==> src/rtl/sid_consts.svh <==
// offsets, field constants and timing counts of the safety input diagnostics
// assumes: 40 MHz core clock, word-aligned register byte addresses
`ifndef SID_CONSTS_SVH
`define SID_CONSTS_SVH
`define SID_N_IN        8
`define SID_N_PAIR      4
`define SID_OFS_XS      8'h00
`define SID_OFS_MC      8'h04
`define SID_OFS_STATE   8'h08
`define SID_OFS_STAT    8'h0C
`define SID_OFS_MASK    8'h10
`define SID_LOW_EXEMPT  8'hF0
`define SID_SIG0        8'hC6
`define SID_SIG1        8'h6C
`define SID_SLOT_LAST   3'h7
`define SID_PERIOD_LAST 10'h3FF
`define SID_PHASE_LAST  10'h00F
`define SID_CLK_HZ      40000000
`define SID_TIMEOUT_MS  500
`define SID_TIMEOUT_CYC ((`SID_TIMEOUT_MS) * ((`SID_CLK_HZ) / 1000))
`endif

==> src/rtl/sid_pkg.sv <==
// types shared by the safety input diagnostics
// assumes: constants come from sid_consts.svh
package sid_pkg;
  typedef enum logic [1:0] {
    PH_RUN    = 2'b00,
    PH_THR    = 2'b01,
    PH_LOW    = 2'b10,
    PH_SETTLE = 2'b11
  } phase_t;

  typedef struct packed {
    logic [7:0] addr;
    logic [31:0] wdata;
    logic        wr;
    logic        rd;
  } bus_req_t;

  typedef struct packed {
    logic [7:0] pulse_sel;
    logic [7:0] xs_en;
  } xs_cfg_t;

  typedef struct packed {
    logic [7:0] inv;
    logic [3:0] to_en;
    logic [3:0] pair_en;
  } mc_cfg_t;

  typedef struct packed {
    logic xcomp;
    logic tmo;
    logic xs;
    logic low;
    logic thr;
  } fault_t;
endpackage : sid_pkg

==> src/rtl/safety_input_diagnostics.sv <==
// diagnostics for eight redundant safety inputs, paired into four sensors
// assumes: channel and test-feedback pins are asynchronous, one core clock
`timescale 1ns/100ps
`include "sid_consts.svh"

// Overview of operation
// an input reads High only when both of its channels read High, otherwise Low.
// the High threshold of every channel is tested cyclically and a failure raises the alarm.
// the switch-to-Low ability is tested cyclically except on inputs 5 to 8, failure alarms.
// two pulse outputs each carry their own signature and may feed sensor contacts.
// an enabled input seen High while its assigned pulse is Low is a short and alarms.
// adjacent contacts are fed from alternating pulses so cross-shorts show as mismatches.
// cross-shorting test and time-out are enabled individually by configuration.
// a multi-contact sensor is High only when every contact is in its active state.
// with two normally closed contacts the sensor is High only when both are closed.
// with NO and NC contacts the sensor is High only with NO actuated and NC not actuated.
// with time-out on, contacts disagreeing longer than 0.5 s raise the alarm.
// after power-on each input must be seen Low once before it is used.
// the alarm holds until reset and forces all safety inputs Low.
module safety_input_diagnostics #(
  parameter int unsigned TIMEOUT_CYC = `SID_TIMEOUT_CYC
) (
  input  wire logic             core_clk,
  input  wire logic             rst_n,
  input  wire sid_pkg::bus_req_t bus,
  output      logic [31:0]      rdata,
  input  wire logic [7:0]       ch_a,
  input  wire logic [7:0]       ch_b,
  input  wire logic [7:0]       thr_ok_a,
  input  wire logic [7:0]       thr_ok_b,
  output      logic [1:0]       pulse,
  output      logic             thr_test,
  output      logic             low_test,
  output      logic [7:0]       safe_in,
  output      logic [3:0]       sensor,
  output      logic             alarm,
  output      logic             irq
);
  import sid_pkg::*;

  localparam logic [7:0]  SIG0    = `SID_SIG0;
  localparam logic [7:0]  SIG1    = `SID_SIG1;
  localparam logic [24:0] TO_LAST = 25'(TIMEOUT_CYC - 1);

  // synchroniser: only s2 is read by logic
  logic [31:0] s1;
  logic [31:0] s2;
  logic [7:0]  sa;
  logic [7:0]  sb;
  logic [7:0]  ta;
  logic [7:0]  tb;

  always_ff @(posedge core_clk or negedge rst_n) begin
    if (!rst_n) begin
      s1 <= 32'h00000000;
      s2 <= 32'h00000000;
    end else begin
      s1 <= {thr_ok_b, thr_ok_a, ch_b, ch_a};
      s2 <= s1;
    end
  end

  assign sa = s2[7:0];
  assign sb = s2[15:8];
  assign ta = s2[23:16];
  assign tb = s2[31:24];

  // test sequencer and pulse generator
  phase_t     phase;
  phase_t     next_phase;
  logic [9:0] tcnt;
  logic [9:0] next_tcnt;
  logic [2:0] slot;
  logic [2:0] next_slot;
  logic [2:0] bidx;
  logic [2:0] next_bidx;
  logic [1:0] next_pulse;
  logic       next_thr_test;
  logic       next_low_test;
  logic [1:0] fill; // the synchroniser holds reset zeros, not pins, for two edges
  logic [1:0] next_fill;

  always_comb begin
    next_phase = phase;
    next_tcnt  = tcnt + 10'h001;
    next_slot  = slot + 3'h1;
    next_bidx  = (slot == `SID_SLOT_LAST) ? bidx + 3'h1 : bidx;
    case (phase)
      PH_RUN: begin
        if (tcnt == `SID_PERIOD_LAST) begin
          next_phase = PH_THR;
          next_tcnt  = 10'h000;
        end
      end
      PH_THR: begin
        if (tcnt == `SID_PHASE_LAST) begin
          next_phase = PH_LOW;
          next_tcnt  = 10'h000;
        end
      end
      PH_LOW: begin
        if (tcnt == `SID_PHASE_LAST) begin
          next_phase = PH_SETTLE;
          next_tcnt  = 10'h000;
        end
      end
      default: begin
        // channels recover from the forced Low before evaluation resumes
        if (tcnt == `SID_PHASE_LAST) begin
          next_phase = PH_RUN;
          next_tcnt  = 10'h000;
        end
      end
    endcase
    next_pulse    = {SIG1[next_bidx], SIG0[next_bidx]};
    next_thr_test = (next_phase == PH_THR);
    next_low_test = (next_phase == PH_LOW);
    next_fill     = fill[1] ? fill : fill + 2'h1;
  end

  always_ff @(posedge core_clk or negedge rst_n) begin
    if (!rst_n) begin
      phase    <= PH_RUN;
      tcnt     <= 10'h000;
      slot     <= 3'h0;
      bidx     <= 3'h0;
      pulse    <= 2'h0;
      thr_test <= 1'b0;
      low_test <= 1'b0;
      fill     <= 2'h0;
    end else begin
      phase    <= next_phase;
      tcnt     <= next_tcnt;
      slot     <= next_slot;
      bidx     <= next_bidx;
      pulse    <= next_pulse;
      thr_test <= next_thr_test;
      low_test <= next_low_test;
      fill     <= next_fill;
    end
  end

  // configuration registers, written over the register port
  xs_cfg_t xs;
  mc_cfg_t mc;

  // input evaluation and fault detection
  fault_t      f;
  logic [7:0]  lvl;
  logic [7:0]  next_lvl;
  logic [7:0]  armed;
  logic [7:0]  next_armed;
  logic [7:0]  act;
  logic [7:0]  next_safe;
  logic [3:0]  next_sensor;
  logic        next_alarm;
  logic [24:0] to_cnt [4];
  logic [24:0] next_to_cnt [4];
  logic        run;
  logic        slot_end;

  always_comb begin
    f          = '0;
    next_lvl   = lvl;
    next_armed = armed;
    run        = (phase == PH_RUN);
    slot_end   = (slot == `SID_SLOT_LAST);
    if (phase == PH_THR && tcnt == `SID_PHASE_LAST) begin
      f.thr = ~&(ta & tb);
    end
    if (phase == PH_LOW && tcnt == `SID_PHASE_LAST) begin
      f.low = |((sa | sb) & ~`SID_LOW_EXEMPT);
    end
    for (int i = 0; i < `SID_N_IN; i++) begin
      if (run) begin
        if (xs.xs_en[i]) begin
          // a pulse-fed input is only judged at the end of a slot
          if (slot_end) begin
            if (pulse[xs.pulse_sel[i]]) begin
              next_lvl[i] = sa[i] & sb[i];
              next_armed[i] = armed[i] | (fill[1] & ~next_lvl[i]);
            end else if (sa[i] | sb[i]) begin
              f.xs = 1'b1;
            end
          end
        end else begin
          next_lvl[i] = sa[i] & sb[i];
          next_armed[i] = armed[i] | (fill[1] & ~next_lvl[i]);
        end
        if (sa[i] != sb[i]) begin
          f.xcomp = 1'b1;
        end
      end
    end
    act = next_lvl ^ mc.inv;
    for (int p = 0; p < `SID_N_PAIR; p++) begin
      next_sensor[p] = mc.pair_en[p] & act[2*p] & act[2*p+1]
                     & next_armed[2*p] & next_armed[2*p+1];
      next_to_cnt[p] = to_cnt[p];
      if (run) begin
        if (mc.pair_en[p] && mc.to_en[p] && act[2*p] != act[2*p+1]) begin
          if (to_cnt[p] == TO_LAST) begin
            f.tmo = 1'b1;
          end else begin
            next_to_cnt[p] = to_cnt[p] + 25'h0000001;
          end
        end else begin
          next_to_cnt[p] = 25'h0000000;
        end
      end
    end
    next_alarm  = alarm | f.thr | f.low | f.xs | f.tmo;
    next_safe   = next_lvl & next_armed & {8{~next_alarm}};
    next_sensor = next_sensor & {4{~next_alarm}};
  end

  always_ff @(posedge core_clk or negedge rst_n) begin
    if (!rst_n) begin
      lvl     <= 8'h00;
      armed   <= 8'h00;
      safe_in <= 8'h00;
      sensor  <= 4'h0;
      alarm   <= 1'b0;
      to_cnt  <= '{default: 25'h0000000};
    end else begin
      lvl     <= next_lvl;
      armed   <= next_armed;
      safe_in <= next_safe;
      sensor  <= next_sensor;
      alarm   <= next_alarm;
      to_cnt  <= next_to_cnt;
    end
  end

  // register port, interrupt status and mask
  xs_cfg_t     next_xs;
  mc_cfg_t     next_mc;
  logic [4:0]  stat;
  logic [4:0]  next_stat;
  logic [4:0]  mask;
  logic [4:0]  next_mask;
  logic [4:0]  clr;
  logic [31:0] next_rdata;
  logic        next_irq;

  always_comb begin
    next_xs    = xs;
    next_mc    = mc;
    next_mask  = mask;
    clr        = 5'h00;
    next_rdata = 32'h00000000;
    if (bus.wr) begin
      if (bus.addr == `SID_OFS_XS) begin
        next_xs = bus.wdata[15:0];
      end else if (bus.addr == `SID_OFS_MC) begin
        next_mc = bus.wdata[15:0];
      end else if (bus.addr == `SID_OFS_STAT) begin
        clr = bus.wdata[4:0];
      end else if (bus.addr == `SID_OFS_MASK) begin
        next_mask = bus.wdata[4:0];
      end
    end
    // a fault in the clearing cycle stays set
    next_stat = (stat & ~clr) | f;
    if (bus.rd) begin
      if (bus.addr == `SID_OFS_XS) begin
        next_rdata = {16'h0000, xs};
      end else if (bus.addr == `SID_OFS_MC) begin
        next_rdata = {16'h0000, mc};
      end else if (bus.addr == `SID_OFS_STATE) begin
        next_rdata = {7'h00, alarm, armed, 4'h0, sensor, safe_in};
      end else if (bus.addr == `SID_OFS_STAT) begin
        next_rdata = {27'h0000000, stat};
      end else if (bus.addr == `SID_OFS_MASK) begin
        next_rdata = {27'h0000000, mask};
      end
    end
    next_irq = |(next_stat & next_mask);
  end

  always_ff @(posedge core_clk or negedge rst_n) begin
    if (!rst_n) begin
      xs    <= '0;
      mc    <= '0;
      stat  <= 5'h00;
      mask  <= 5'h00;
      rdata <= 32'h00000000;
      irq   <= 1'b0;
    end else begin
      xs    <= next_xs;
      mc    <= next_mc;
      stat  <= next_stat;
      mask  <= next_mask;
      rdata <= next_rdata;
      irq   <= next_irq;
    end
  end
endmodule : safety_input_diagnostics

==> config.mk <==
export PLATFORM = sky130hd
export DESIGN_NAME = safety_input_diagnostics
export DESIGN_NICKNAME = d
export VERILOG_FILES = /design/src/rtl/sid_pkg.sv /design/src/rtl/safety_input_diagnostics.sv
export VERILOG_INCLUDE_DIRS = /design/src /design/src/rtl
export SDC_FILE = /design/constraint.sdc
export NUM_CORES = 1
export LEC_CHECK = 0
export ABC_AREA = 1
export CORE_ASPECT_RATIO = 1.2
export CORE_UTILIZATION = 50
export CTS_CLUSTER_SIZE = 30
export DETAILED_ROUTE_END_ITERATION = 12
export DONT_BUFFER_PORTS = 1
export PLACE_DENSITY = 0.78
export SETUP_SLACK_MARGIN = 0.4
export SYNTH_ARGS = -nofsm -noshare
export SYNTH_HDL_FRONTEND = slang
export SYNTH_SLANG_ARGS = --single-unit
==> constraint.sdc <==
create_clock -name core_clk -period 2.01 [get_ports core_clk]
set_input_delay 0.1005 -clock core_clk [delete_from_list [all_inputs] [get_ports core_clk]]
set_output_delay 0.1005 -clock core_clk [all_outputs]
set_load 0.02 [all_outputs]
==> impl_metrics.csv, run 1 <==
group,metric,value,unit
routing,drc_errors,0,
power,p_switching,0.00313,W
routing,detailedRoute.firstPassIterationCount,7,
global_routing,grt.total_usage,0.296,
logic_synthesis,synth_top_area_share,0.513,
layout,area_of_the_multi_input_gates,6940,um2
logic_synthesis,ys_async_sr_fraction,1.00,
die,top_level_ports,126,
die,fp-row-count,66,
min_path,worst_hold_path_type,"in2async",
layout,layout.cell_area.non_filler,19300,um2
power,power_density,671,nW/um2
run_status,outcome,"complete, but fails checks",
routing,drt_iter0_markers,1302,
global_routing,first_pass_grt_wire_length,66400,um
setup_path,crit_arrival,2.96,ns
global_routing,vias_in_the_first_global_route,12900,
power,pwr-share-comb,0.049,
clock_network,ctsLongestPathBuffers,3,
placed_design,worst_slack_placed,-0.394,ns
power,power.ir.vdd_worst,0.930,mV
placed_design,io_buffer_count,0,
routing,routed_wirelength,45400,um
setup_path,cp-end-kind,"flip-flop",
sta,timing.clock.skew,0.0152,ns
global_routing,grt_overflow_total,0,
logic_synthesis,synth.top_cells.by_area,"sky130_fd_sc_hd__dfrtp_1 (51%), sky130_fd_sc_hd__nand2_1 (10%), sky130_fd_sc_hd__inv_1 (5.7%)",
sta,slew_viol_final,0,
routing,post_drt_wl_per_cell,20.0,um
layout,final-seq-area,7130,um2
sta,hold_viol,285,
power,switching_share,0.242,
die,die_width,154,um
logic_synthesis,syn-mean-instance-area,8.49,um2
clock_network,clk_slew_on_worst_s_h_paths,0.07,ns
logic_synthesis,syn-cell-area,13900,um2
setup_path,reg2reg_end,"irq",
setup_path,crit_path_start_kind,"flip-flop",
global_routing,grt_max_degree,286,
sta,worst_hold_slack,-0.763,ns
sta,max-slew-margin-rel,0.522,
die,die_h,185,um
sta,final.min_clock_period,2.51,ns
logic_synthesis,yosysMostFrequentCell,"sky130_fd_sc_hd__nand2_1",
sta,layout_worst_path_cycle_share,1.25,
logic_synthesis,ys_warn_count,0,
sta,setup_viol,115,
logic_synthesis,post-synth-top-area-cell,"sky130_fd_sc_hd__dfrtp_1",
placed_design,finalWeightedCongestion,0.927,
layout,final_core_util,0.708,
setup_path,required,2.47,ns
sta,pin_slew_with_the_least_headroom_to_its_limit,0.718,ns
clock_network,tritoncts,"done",
power,power.static_leakage,8.70,nW
power,clock_share_of_power,0.484,
global_routing,number_of_antenna_violations_at_the_first_check_in_global_routing,2,
layout,syn2layout_area_growth,38.6,%
setup_path,rrSetupSlack,-0.50,ns
clock_network,cts_root_buf,"sky130_fd_sc_hd__clkbuf_16",
setup_path,critical_path_class,"reg2reg",
die,die_area,28500,um2
die,floorplan.core_area,27300,um2
logic_synthesis,synth_flop_cell,"sky130_fd_sc_hd__dfrtp_1",
setup_path,r2r.worst_path.cells,18,
logic_synthesis,synth_cell_types,47,
power,share_seq_of_total_power,0.468,
routing,vias_per_cell,5.87,
clock_network,worstSkewPairLatency,0.57,ns
placed_design,dpl_cell_area,15400,um2
logic_synthesis,post_synthesis_cell_count,1638,
setup_path,setup.worst_path.start,"slot[0]",
sta,grt_setup_unrepaired,"true",
logic_synthesis,synth_edf_count,0,
routing,via_count,13300,
layout,nNetsFinal,2007,
layout,filler_cell_count,1820,
logic_synthesis,yosysSeqAreaShare,0.513,
sta,achievable-frequency,399,MHz
run_status,failed_checks,"negative hold slack, negative setup slack",
clock_network,cts_max_level,1,
setup_path,worstReg2RegStart,"slot[0]",
routing,antenna_violating_nets_post_route,0,
clock_network,cts_hold_buf,57,
power,internal_power,0.00981,W
sta,setup_ws,-0.497,ns
logic_synthesis,yosys_register_bits,285,
setup_path,cp_max_fo,5,
power,total_design_power,0.0129,W
logic_synthesis,synthTopCellsByCount,"sky130_fd_sc_hd__nand2_1 (375), sky130_fd_sc_hd__dfrtp_1 (285), sky130_fd_sc_hd__inv_1 (213)",
flow_run,timing.max_cap.violations,0,
die,floorplan.initialDensity,0.510,
clock_network,cts.sink_count,285,
clock_network,cts_made_buffers,30,
layout,post_route_cells_drive_above_1_share,0.278,
placed_design,detailedPlacementHpwl,26100,um
routing by layer:
layer / vias up / global-route usage / wire length, um
li1: 5956 / - / -
met1: 6478 / 0.350 / 16600
met2: 707 / 0.531 / 23100
met3: 201 / 0.0550 / 3430
met4: 2 / 0.116 / 2300
met5: - / 0 / 13
timing repair:
| action | 4_1_cts | 5_1_grt |
|---|---|---|
| setup buffers | 27 | 18 |
| setup endpoints to repair | 131 | 150 |
| cloned | 12 | 13 |
| resized for setup | 196 | 195 |
| pin swaps | 37 | 41 |
| endpoints found under the hold margin | 374 | 285 |
cells by family (layout without fill, tap and decap cells):
group / after synthesis / in the layout / share of synthesized area
xor+xnor: 65 / 65 / 0.0409
fa+ha+maj: 24 / 24 / 0.0216
compound gates: 201 / 201 / 0.0844
simple gates: 793 / 794 / 0.259
flops: 285 / 285 / 0.513
other cells: 1 / 8 / 0.000270
buf+inv: 269 / 555 / 0.0812
registers in the layout, summed over array words and instances, names as in the netlist, 3 cells and up:
name     cells
lvl          8
rdata       25
bidx         3
mask         5
slot         3
s2          32
safe_in      8
mc          16
tcnt        10
s1          32
xs          16
armed        8
to_cnt     100
sensor       4
stat         5
power groups by stage:
stage | clock [W] | combinational [W] | sequential [W]
after floorplan | 0 | 0.000286 | 0.00609
after global placement | 0 | 0.000365 | 0.00614
after detailed placement | 0 | 0.000383 | 0.00614
after CTS | 0.00626 | 0.000532 | 0.00604
after global routing | 0.00653 | 0.000677 | 0.00606
final | 0.00626 | 0.000630 | 0.00605
placed cells by master, fill, tap and decap left out, types with 22 or more instances in the layout:
cell / count
sky130_fd_sc_hd__buf_6: 31
sky130_fd_sc_hd__clkbuf_16: 40
sky130_fd_sc_hd__nand4_1: 72
sky130_fd_sc_hd__o21ai_1: 40
sky130_fd_sc_hd__o21ai_0: 49
sky130_fd_sc_hd__o21ai_2: 31
sky130_fd_sc_hd__nand2_2: 72
sky130_fd_sc_hd__nor4_1: 22
sky130_fd_sc_hd__nand3_1: 68
sky130_fd_sc_hd__nand2_4: 25
sky130_fd_sc_hd__dlygate4sd3_1: 57
sky130_fd_sc_hd__dfrtp_1: 285
sky130_fd_sc_hd__inv_1: 196
sky130_fd_sc_hd__buf_4: 153
sky130_fd_sc_hd__xor2_1: 58
sky130_fd_sc_hd__nor3_1: 59
sky130_fd_sc_hd__nor2_1: 108
sky130_fd_sc_hd__nand2_1: 288
cell type report:
cell class,instances,share of cell area
sequential,285,0.370
multi-input combinational,1091,0.360
timing repair buffer,272,0.143
inverter,222,0.0459
clock buffer,34,0.0407
tap,340,0.0221
clock inverter,22,0.0169
timing repair inverter,5,0.00188
antenna,1,0.000130
worst max path at each step:
stage / end / slack, ns / cells after the start
after floorplan: to_cnt[23] / -0.11 / 17
after global placement: sensor[0] / -0.25 / 17
after detailed placement: safe_in[2] / -0.39 / 17
after CTS: to_cnt[31] / -0.28 / 19
after global routing: safe_in[4] / -0.58 / 16
final: irq / -0.50 / 18
through the flow:
stage	TNS, ns	instances
6_report	-41.81	2272
5_1_grt	-54.17	2272
4_1_cts	-24.86	2240
3_5_place_dp	-25.22	2088
3_3_place_gp	-12.61	2088
2_1_floorplan	-2.65	1644
critical path, cell delays in order, from the launching register on:
cell and delay, ns:
sky130_fd_sc_hd__dfrtp_1 0.37, sky130_fd_sc_hd__ha_2 0.20, sky130_fd_sc_hd__ha_4 0.15, sky130_fd_sc_hd__inv_6 0.05, sky130_fd_sc_hd__nor2_8 0.18, sky130_fd_sc_hd__nand2_2 0.09
sky130_fd_sc_hd__nand3b_1 0.15, sky130_fd_sc_hd__nand2_2 0.10, sky130_fd_sc_hd__nand2_2 0.10, sky130_fd_sc_hd__nand2_4 0.08, sky130_fd_sc_hd__inv_4 0.06, sky130_fd_sc_hd__nand2_4 0.05
sky130_fd_sc_hd__nand4_1 0.15, sky130_fd_sc_hd__nand2_2 0.12, sky130_fd_sc_hd__o21ai_4 0.23, sky130_fd_sc_hd__buf_6 0.12, sky130_fd_sc_hd__nand2_2 0.05, sky130_fd_sc_hd__nand2_1 0.06
sky130_fd_sc_hd__nand2_1 0.06
No activity file was read; power rests on OpenSTA's default activity.
==> run 2, diff against run 1 <==
ABC_AREA = not set   (was 1)
CELL_PAD_IN_SITES_DETAIL_PLACEMENT = 1   (was not set)
CELL_PAD_IN_SITES_GLOBAL_PLACEMENT = 1   (was not set)
CORE_UTILIZATION = 40   (was 50)
==> impl_metrics.csv, run 2 <==
group,metric,value,unit
run_status,outcome,"complete, but fails checks",
run_status,failed_checks,"negative hold slack, max-capacitance violations, max-slew violations, negative setup slack",
logic_synthesis,synth_compound_area_frac,0.127,
setup_path,worst_path_largest_cell_delay,1.02,ns
sta,final.min_clock_period,3.93,ns
logic_synthesis,synthXorXnorAreaFrac,0.0286,
routing,routed_wirelength,84500,um
power,power.ir.vdd_worst,0.680,mV
setup_path,cp_max_fo,8,
global_routing,grt.total_usage,0.342,
sta,setup_viol,132,
logic_synthesis,ys_warn_count,0,
clock_network,ctsLongestPathBuffers,3,
clock_network,tritoncts,"done",
global_routing,first_pass_grt_wire_length,87800,um
routing,antenna_violating_nets_post_route,0,
layout,layout_commonest_cell,"sky130_fd_sc_hd__dfrtp_1",
routing,via_count,15100,
sta,slew_viol_final,2,
setup_path,crit_family,"compound AO/OA/AOI/OAI gates",
sta,pin_slew_with_the_least_headroom_to_its_limit,1.72,ns
logic_synthesis,synthTopCellsByCount,"sky130_fd_sc_hd__dfrtp_1 (285), sky130_fd_sc_hd__nor2_1 (84), sky130_fd_sc_hd__nand2_1 (80)",
setup_path,timing.critical_path.slowest_stage_cell,"sky130_fd_sc_hd__o31ai_1",
layout,post_route_cells_drive_above_1_share,0.449,
die,floorplan.core_area,32300,um2
setup_path,critical_path_buf_inv_count,5,
setup_path,cp-end-kind,"flip-flop",
power,power_density,690,nW/um2
layout,most-common-layout-cells,"sky130_fd_sc_hd__dfrtp_1 (281), sky130_fd_sc_hd__buf_4 (255), sky130_fd_sc_hd__nand2_1 (66), sky130_fd_sc_hd__nor2_1 (56), sky130_fd_sc_hd__dlygate4sd3_1 (53)",
routing,detailedRoute.firstPassIterationCount,8,
logic_synthesis,syn-cell-area,13200,um2
sta,worst_hold_slack,-0.863,ns
setup_path,crit_arrival,4.43,ns
routing,vias_per_cell,7.42,
sta,setup_ws,-1.92,ns
clock_network,cts_hold_buf,53,
logic_synthesis,post_synthesis_cell_count,1205,
power,total_design_power,0.0139,W
setup_path,required,2.50,ns
logic_synthesis,synth_top_area_share,0.542,
die,floorplan.initialDensity,0.407,
placed_design,finalWeightedCongestion,0.933,
die,top_level_ports,126,
setup_path,critical_path_class,"reg2reg",
power,power.static_leakage,8.45,nW
clock_network,cts_root_buf,"sky130_fd_sc_hd__clkbuf_16",
layout,register_bank_with_the_most_flops,"to_cnt",
global_routing,grt_max_degree,286,
routing,post_drt_wl_per_cell,41.6,um
die,die_width,168,um
setup_path,crit_chain,"ha_4 > ha_4 > buf_12 > buf_4 > nand4bb_1 > o32a_1 > and3b_2 > o211ai_1 > buf_4 > a211oi_4 > buf_12 > clkbuf_16 > o31ai_1 > a21oi_2",
sta,layout_worst_path_cycle_share,1.96,
clock_network,cts.sink_count,285,
logic_synthesis,yosys_register_bits,285,
clock_network,cts_max_level,1,
clock_network,cts_made_buffers,30,
routing,drt_iter0_markers,2227,
logic_synthesis,synth_flop_cell,"sky130_fd_sc_hd__dfrtp_1",
logic_synthesis,yosysMostFrequentCell,"sky130_fd_sc_hd__dfrtp_1",
logic_synthesis,syn-mean-instance-area,10.9,um2
routing,drc_errors,0,
placed_design,dpl_cell_area,15600,um2
sta,hold_viol,285,
logic_synthesis,post-synth-top-area-cell,"sky130_fd_sc_hd__dfrtp_1",
logic_synthesis,post_synthesis_share_of_cell_area_spent_on_and_or_nand_and_nor_gates,0.197,
global_routing,number_of_antenna_violations_at_the_first_check_in_global_routing,15,
logic_synthesis,yosysSeqAreaShare,0.542,
layout,layout.cell_area.non_filler,20200,um2
logic_synthesis,combinational_family_with_the_most_area_after_synthesis,"simple AND/OR/NAND/NOR gates",
layout,largestRegisters,"to_cnt: 100 flops, s1: 32 flops, s2: 32 flops",
logic_synthesis,synth.top_cells.by_area,"sky130_fd_sc_hd__dfrtp_1 (54%), sky130_fd_sc_hd__mux2_2 (3.5%), sky130_fd_sc_hd__o31ai_1 (2.7%)",
sta,achievable-frequency,254,MHz
logic_synthesis,ys_async_sr_fraction,1.00,
die,die_h,201,um
flow_run,timing.max_cap.violations,1,
layout,largest_register_ffs,100,
sta,max-slew-margin-rel,-0.155,
clock_network,worstSkewPairLatency,0.65,ns
setup_path,rrSetupSlack,-1.92,ns
placed_design,io_buffer_count,0,
placed_design,detailedPlacementHpwl,28000,um
logic_synthesis,post_synth_mux_area_share,0.0446,
clock_network,clk_slew_on_worst_s_h_paths,0.09,ns
layout,syn2layout_area_growth,53.2,%
logic_synthesis,synth_cell_types,78,
global_routing,grt_overflow_total,0,
layout,nNetsFinal,1684,
global_routing,vias_in_the_first_global_route,14000,
die,die_area,33600,um2
logic_synthesis,synth_edf_count,0,
sta,timing.clock.skew,0.0324,ns
logic_synthesis,synth-adder-area-share,0.0228,
setup_path,crit_path_start_kind,"flip-flop",
min_path,worst_hold_path_type,"in2async",
sta,grt_setup_unrepaired,"true",
die,fp-row-count,72,
-- run 2: cell count changes in the layout (fill, tap and decap cells not counted), sizes merged, moves of 27 or more --
| cell | previous run | this run |
|---|---|---|
| nor3 | 75 | 20 |
| a21oi | 22 | 66 |
| mux2 | 0 | 42 |
| nand3 | 95 | 50 |
| xor2 | 59 | 19 |
| and3 | 1 | 28 |
| or4 | 0 | 45 |
| o21ai | 124 | 41 |
| inv | 232 | 40 |
| buf | 205 | 339 |
| nand2 | 388 | 80 |
| nand4 | 73 | 29 |
| nor2 | 120 | 84 |
-- run 2: layer usage --
layer	GRT usage	wire length [um]	vias to the layer above
li1	-	-	5222
met1	0.372	25600	7321
met2	0.592	35800	1666
met3	0.0753	12300	848
met4	0.240	10300	18
met5	0	499	-
-- run 2: logic make-up after synthesis --
family | Yosys count
simple gates | 458
flops | 285
compound gates | 238
buf+inv | 103
mux | 53
xor+xnor | 43
fa+ha+maj | 24
other cells | 1
-- run 2: layout make-up --
| cell class | instances | area, um2 |
|---|---|---|
| well taps | 407 | 509 |
| fillers | 3103 | 12200 |
| clock buffers | 42 | 876 |
| inverters | 40 | 156 |
| repair buffers | 404 | 3970 |
| flip-flops and latches | 285 | 7140 |
| clock inverters | 13 | 250 |
| multi-input cells | 823 | 7220 |
| diodes | 17 | 42.5 |
-- run 2: worst paths after layout --
| path | startpoint | cells past startpoint | endpoint |
|---|---|---|---|
| max | slot[0] | 14 | to_cnt[61] |
| min | rst_n | 0 | mc[11] |
| max reg2reg | slot[0] | 14 | to_cnt[61] |
| min reg2reg | s1[20] | 0 | s2[20] |
| max in group asynchronous | rst_n | 0 | to_cnt[79] |
| min in group core_clk | ch_b[1] | 1 | s1[9] |
-- run 2: timing repair --
action	in CTS	in global routing
pin swaps	46	100
gates cloned	6	15
setup buffers	31	47
endpoints found under the setup margin	144	152
endpoints found under the hold margin	379	285
gates resized for setup	167	236
-- run 2: through the flow --
step                 util  worst slack, ns  TNS (ns)  instances
floorplan               -           -0.760    -70.55       1211
global placement    0.481           -0.861    -83.10       1807
CTS                 0.566           -0.995   -100.05       1952
finish              0.623            -1.92   -164.25       2031
detailed placement  0.481            -1.06    -97.13       1807
global route        0.623            -1.98   -163.96       2020
-- run 2: power by group --
group / internal [W] / leakage [nW] / switching [W] / total [W]
Clock: 0.00383 / 0.549 / 0.00305 / 0.00688
Sequential: 0.00588 / 3.71 / 0.000262 / 0.00614
Combinational: 0.000378 / 4.20 / 0.000494 / 0.000872
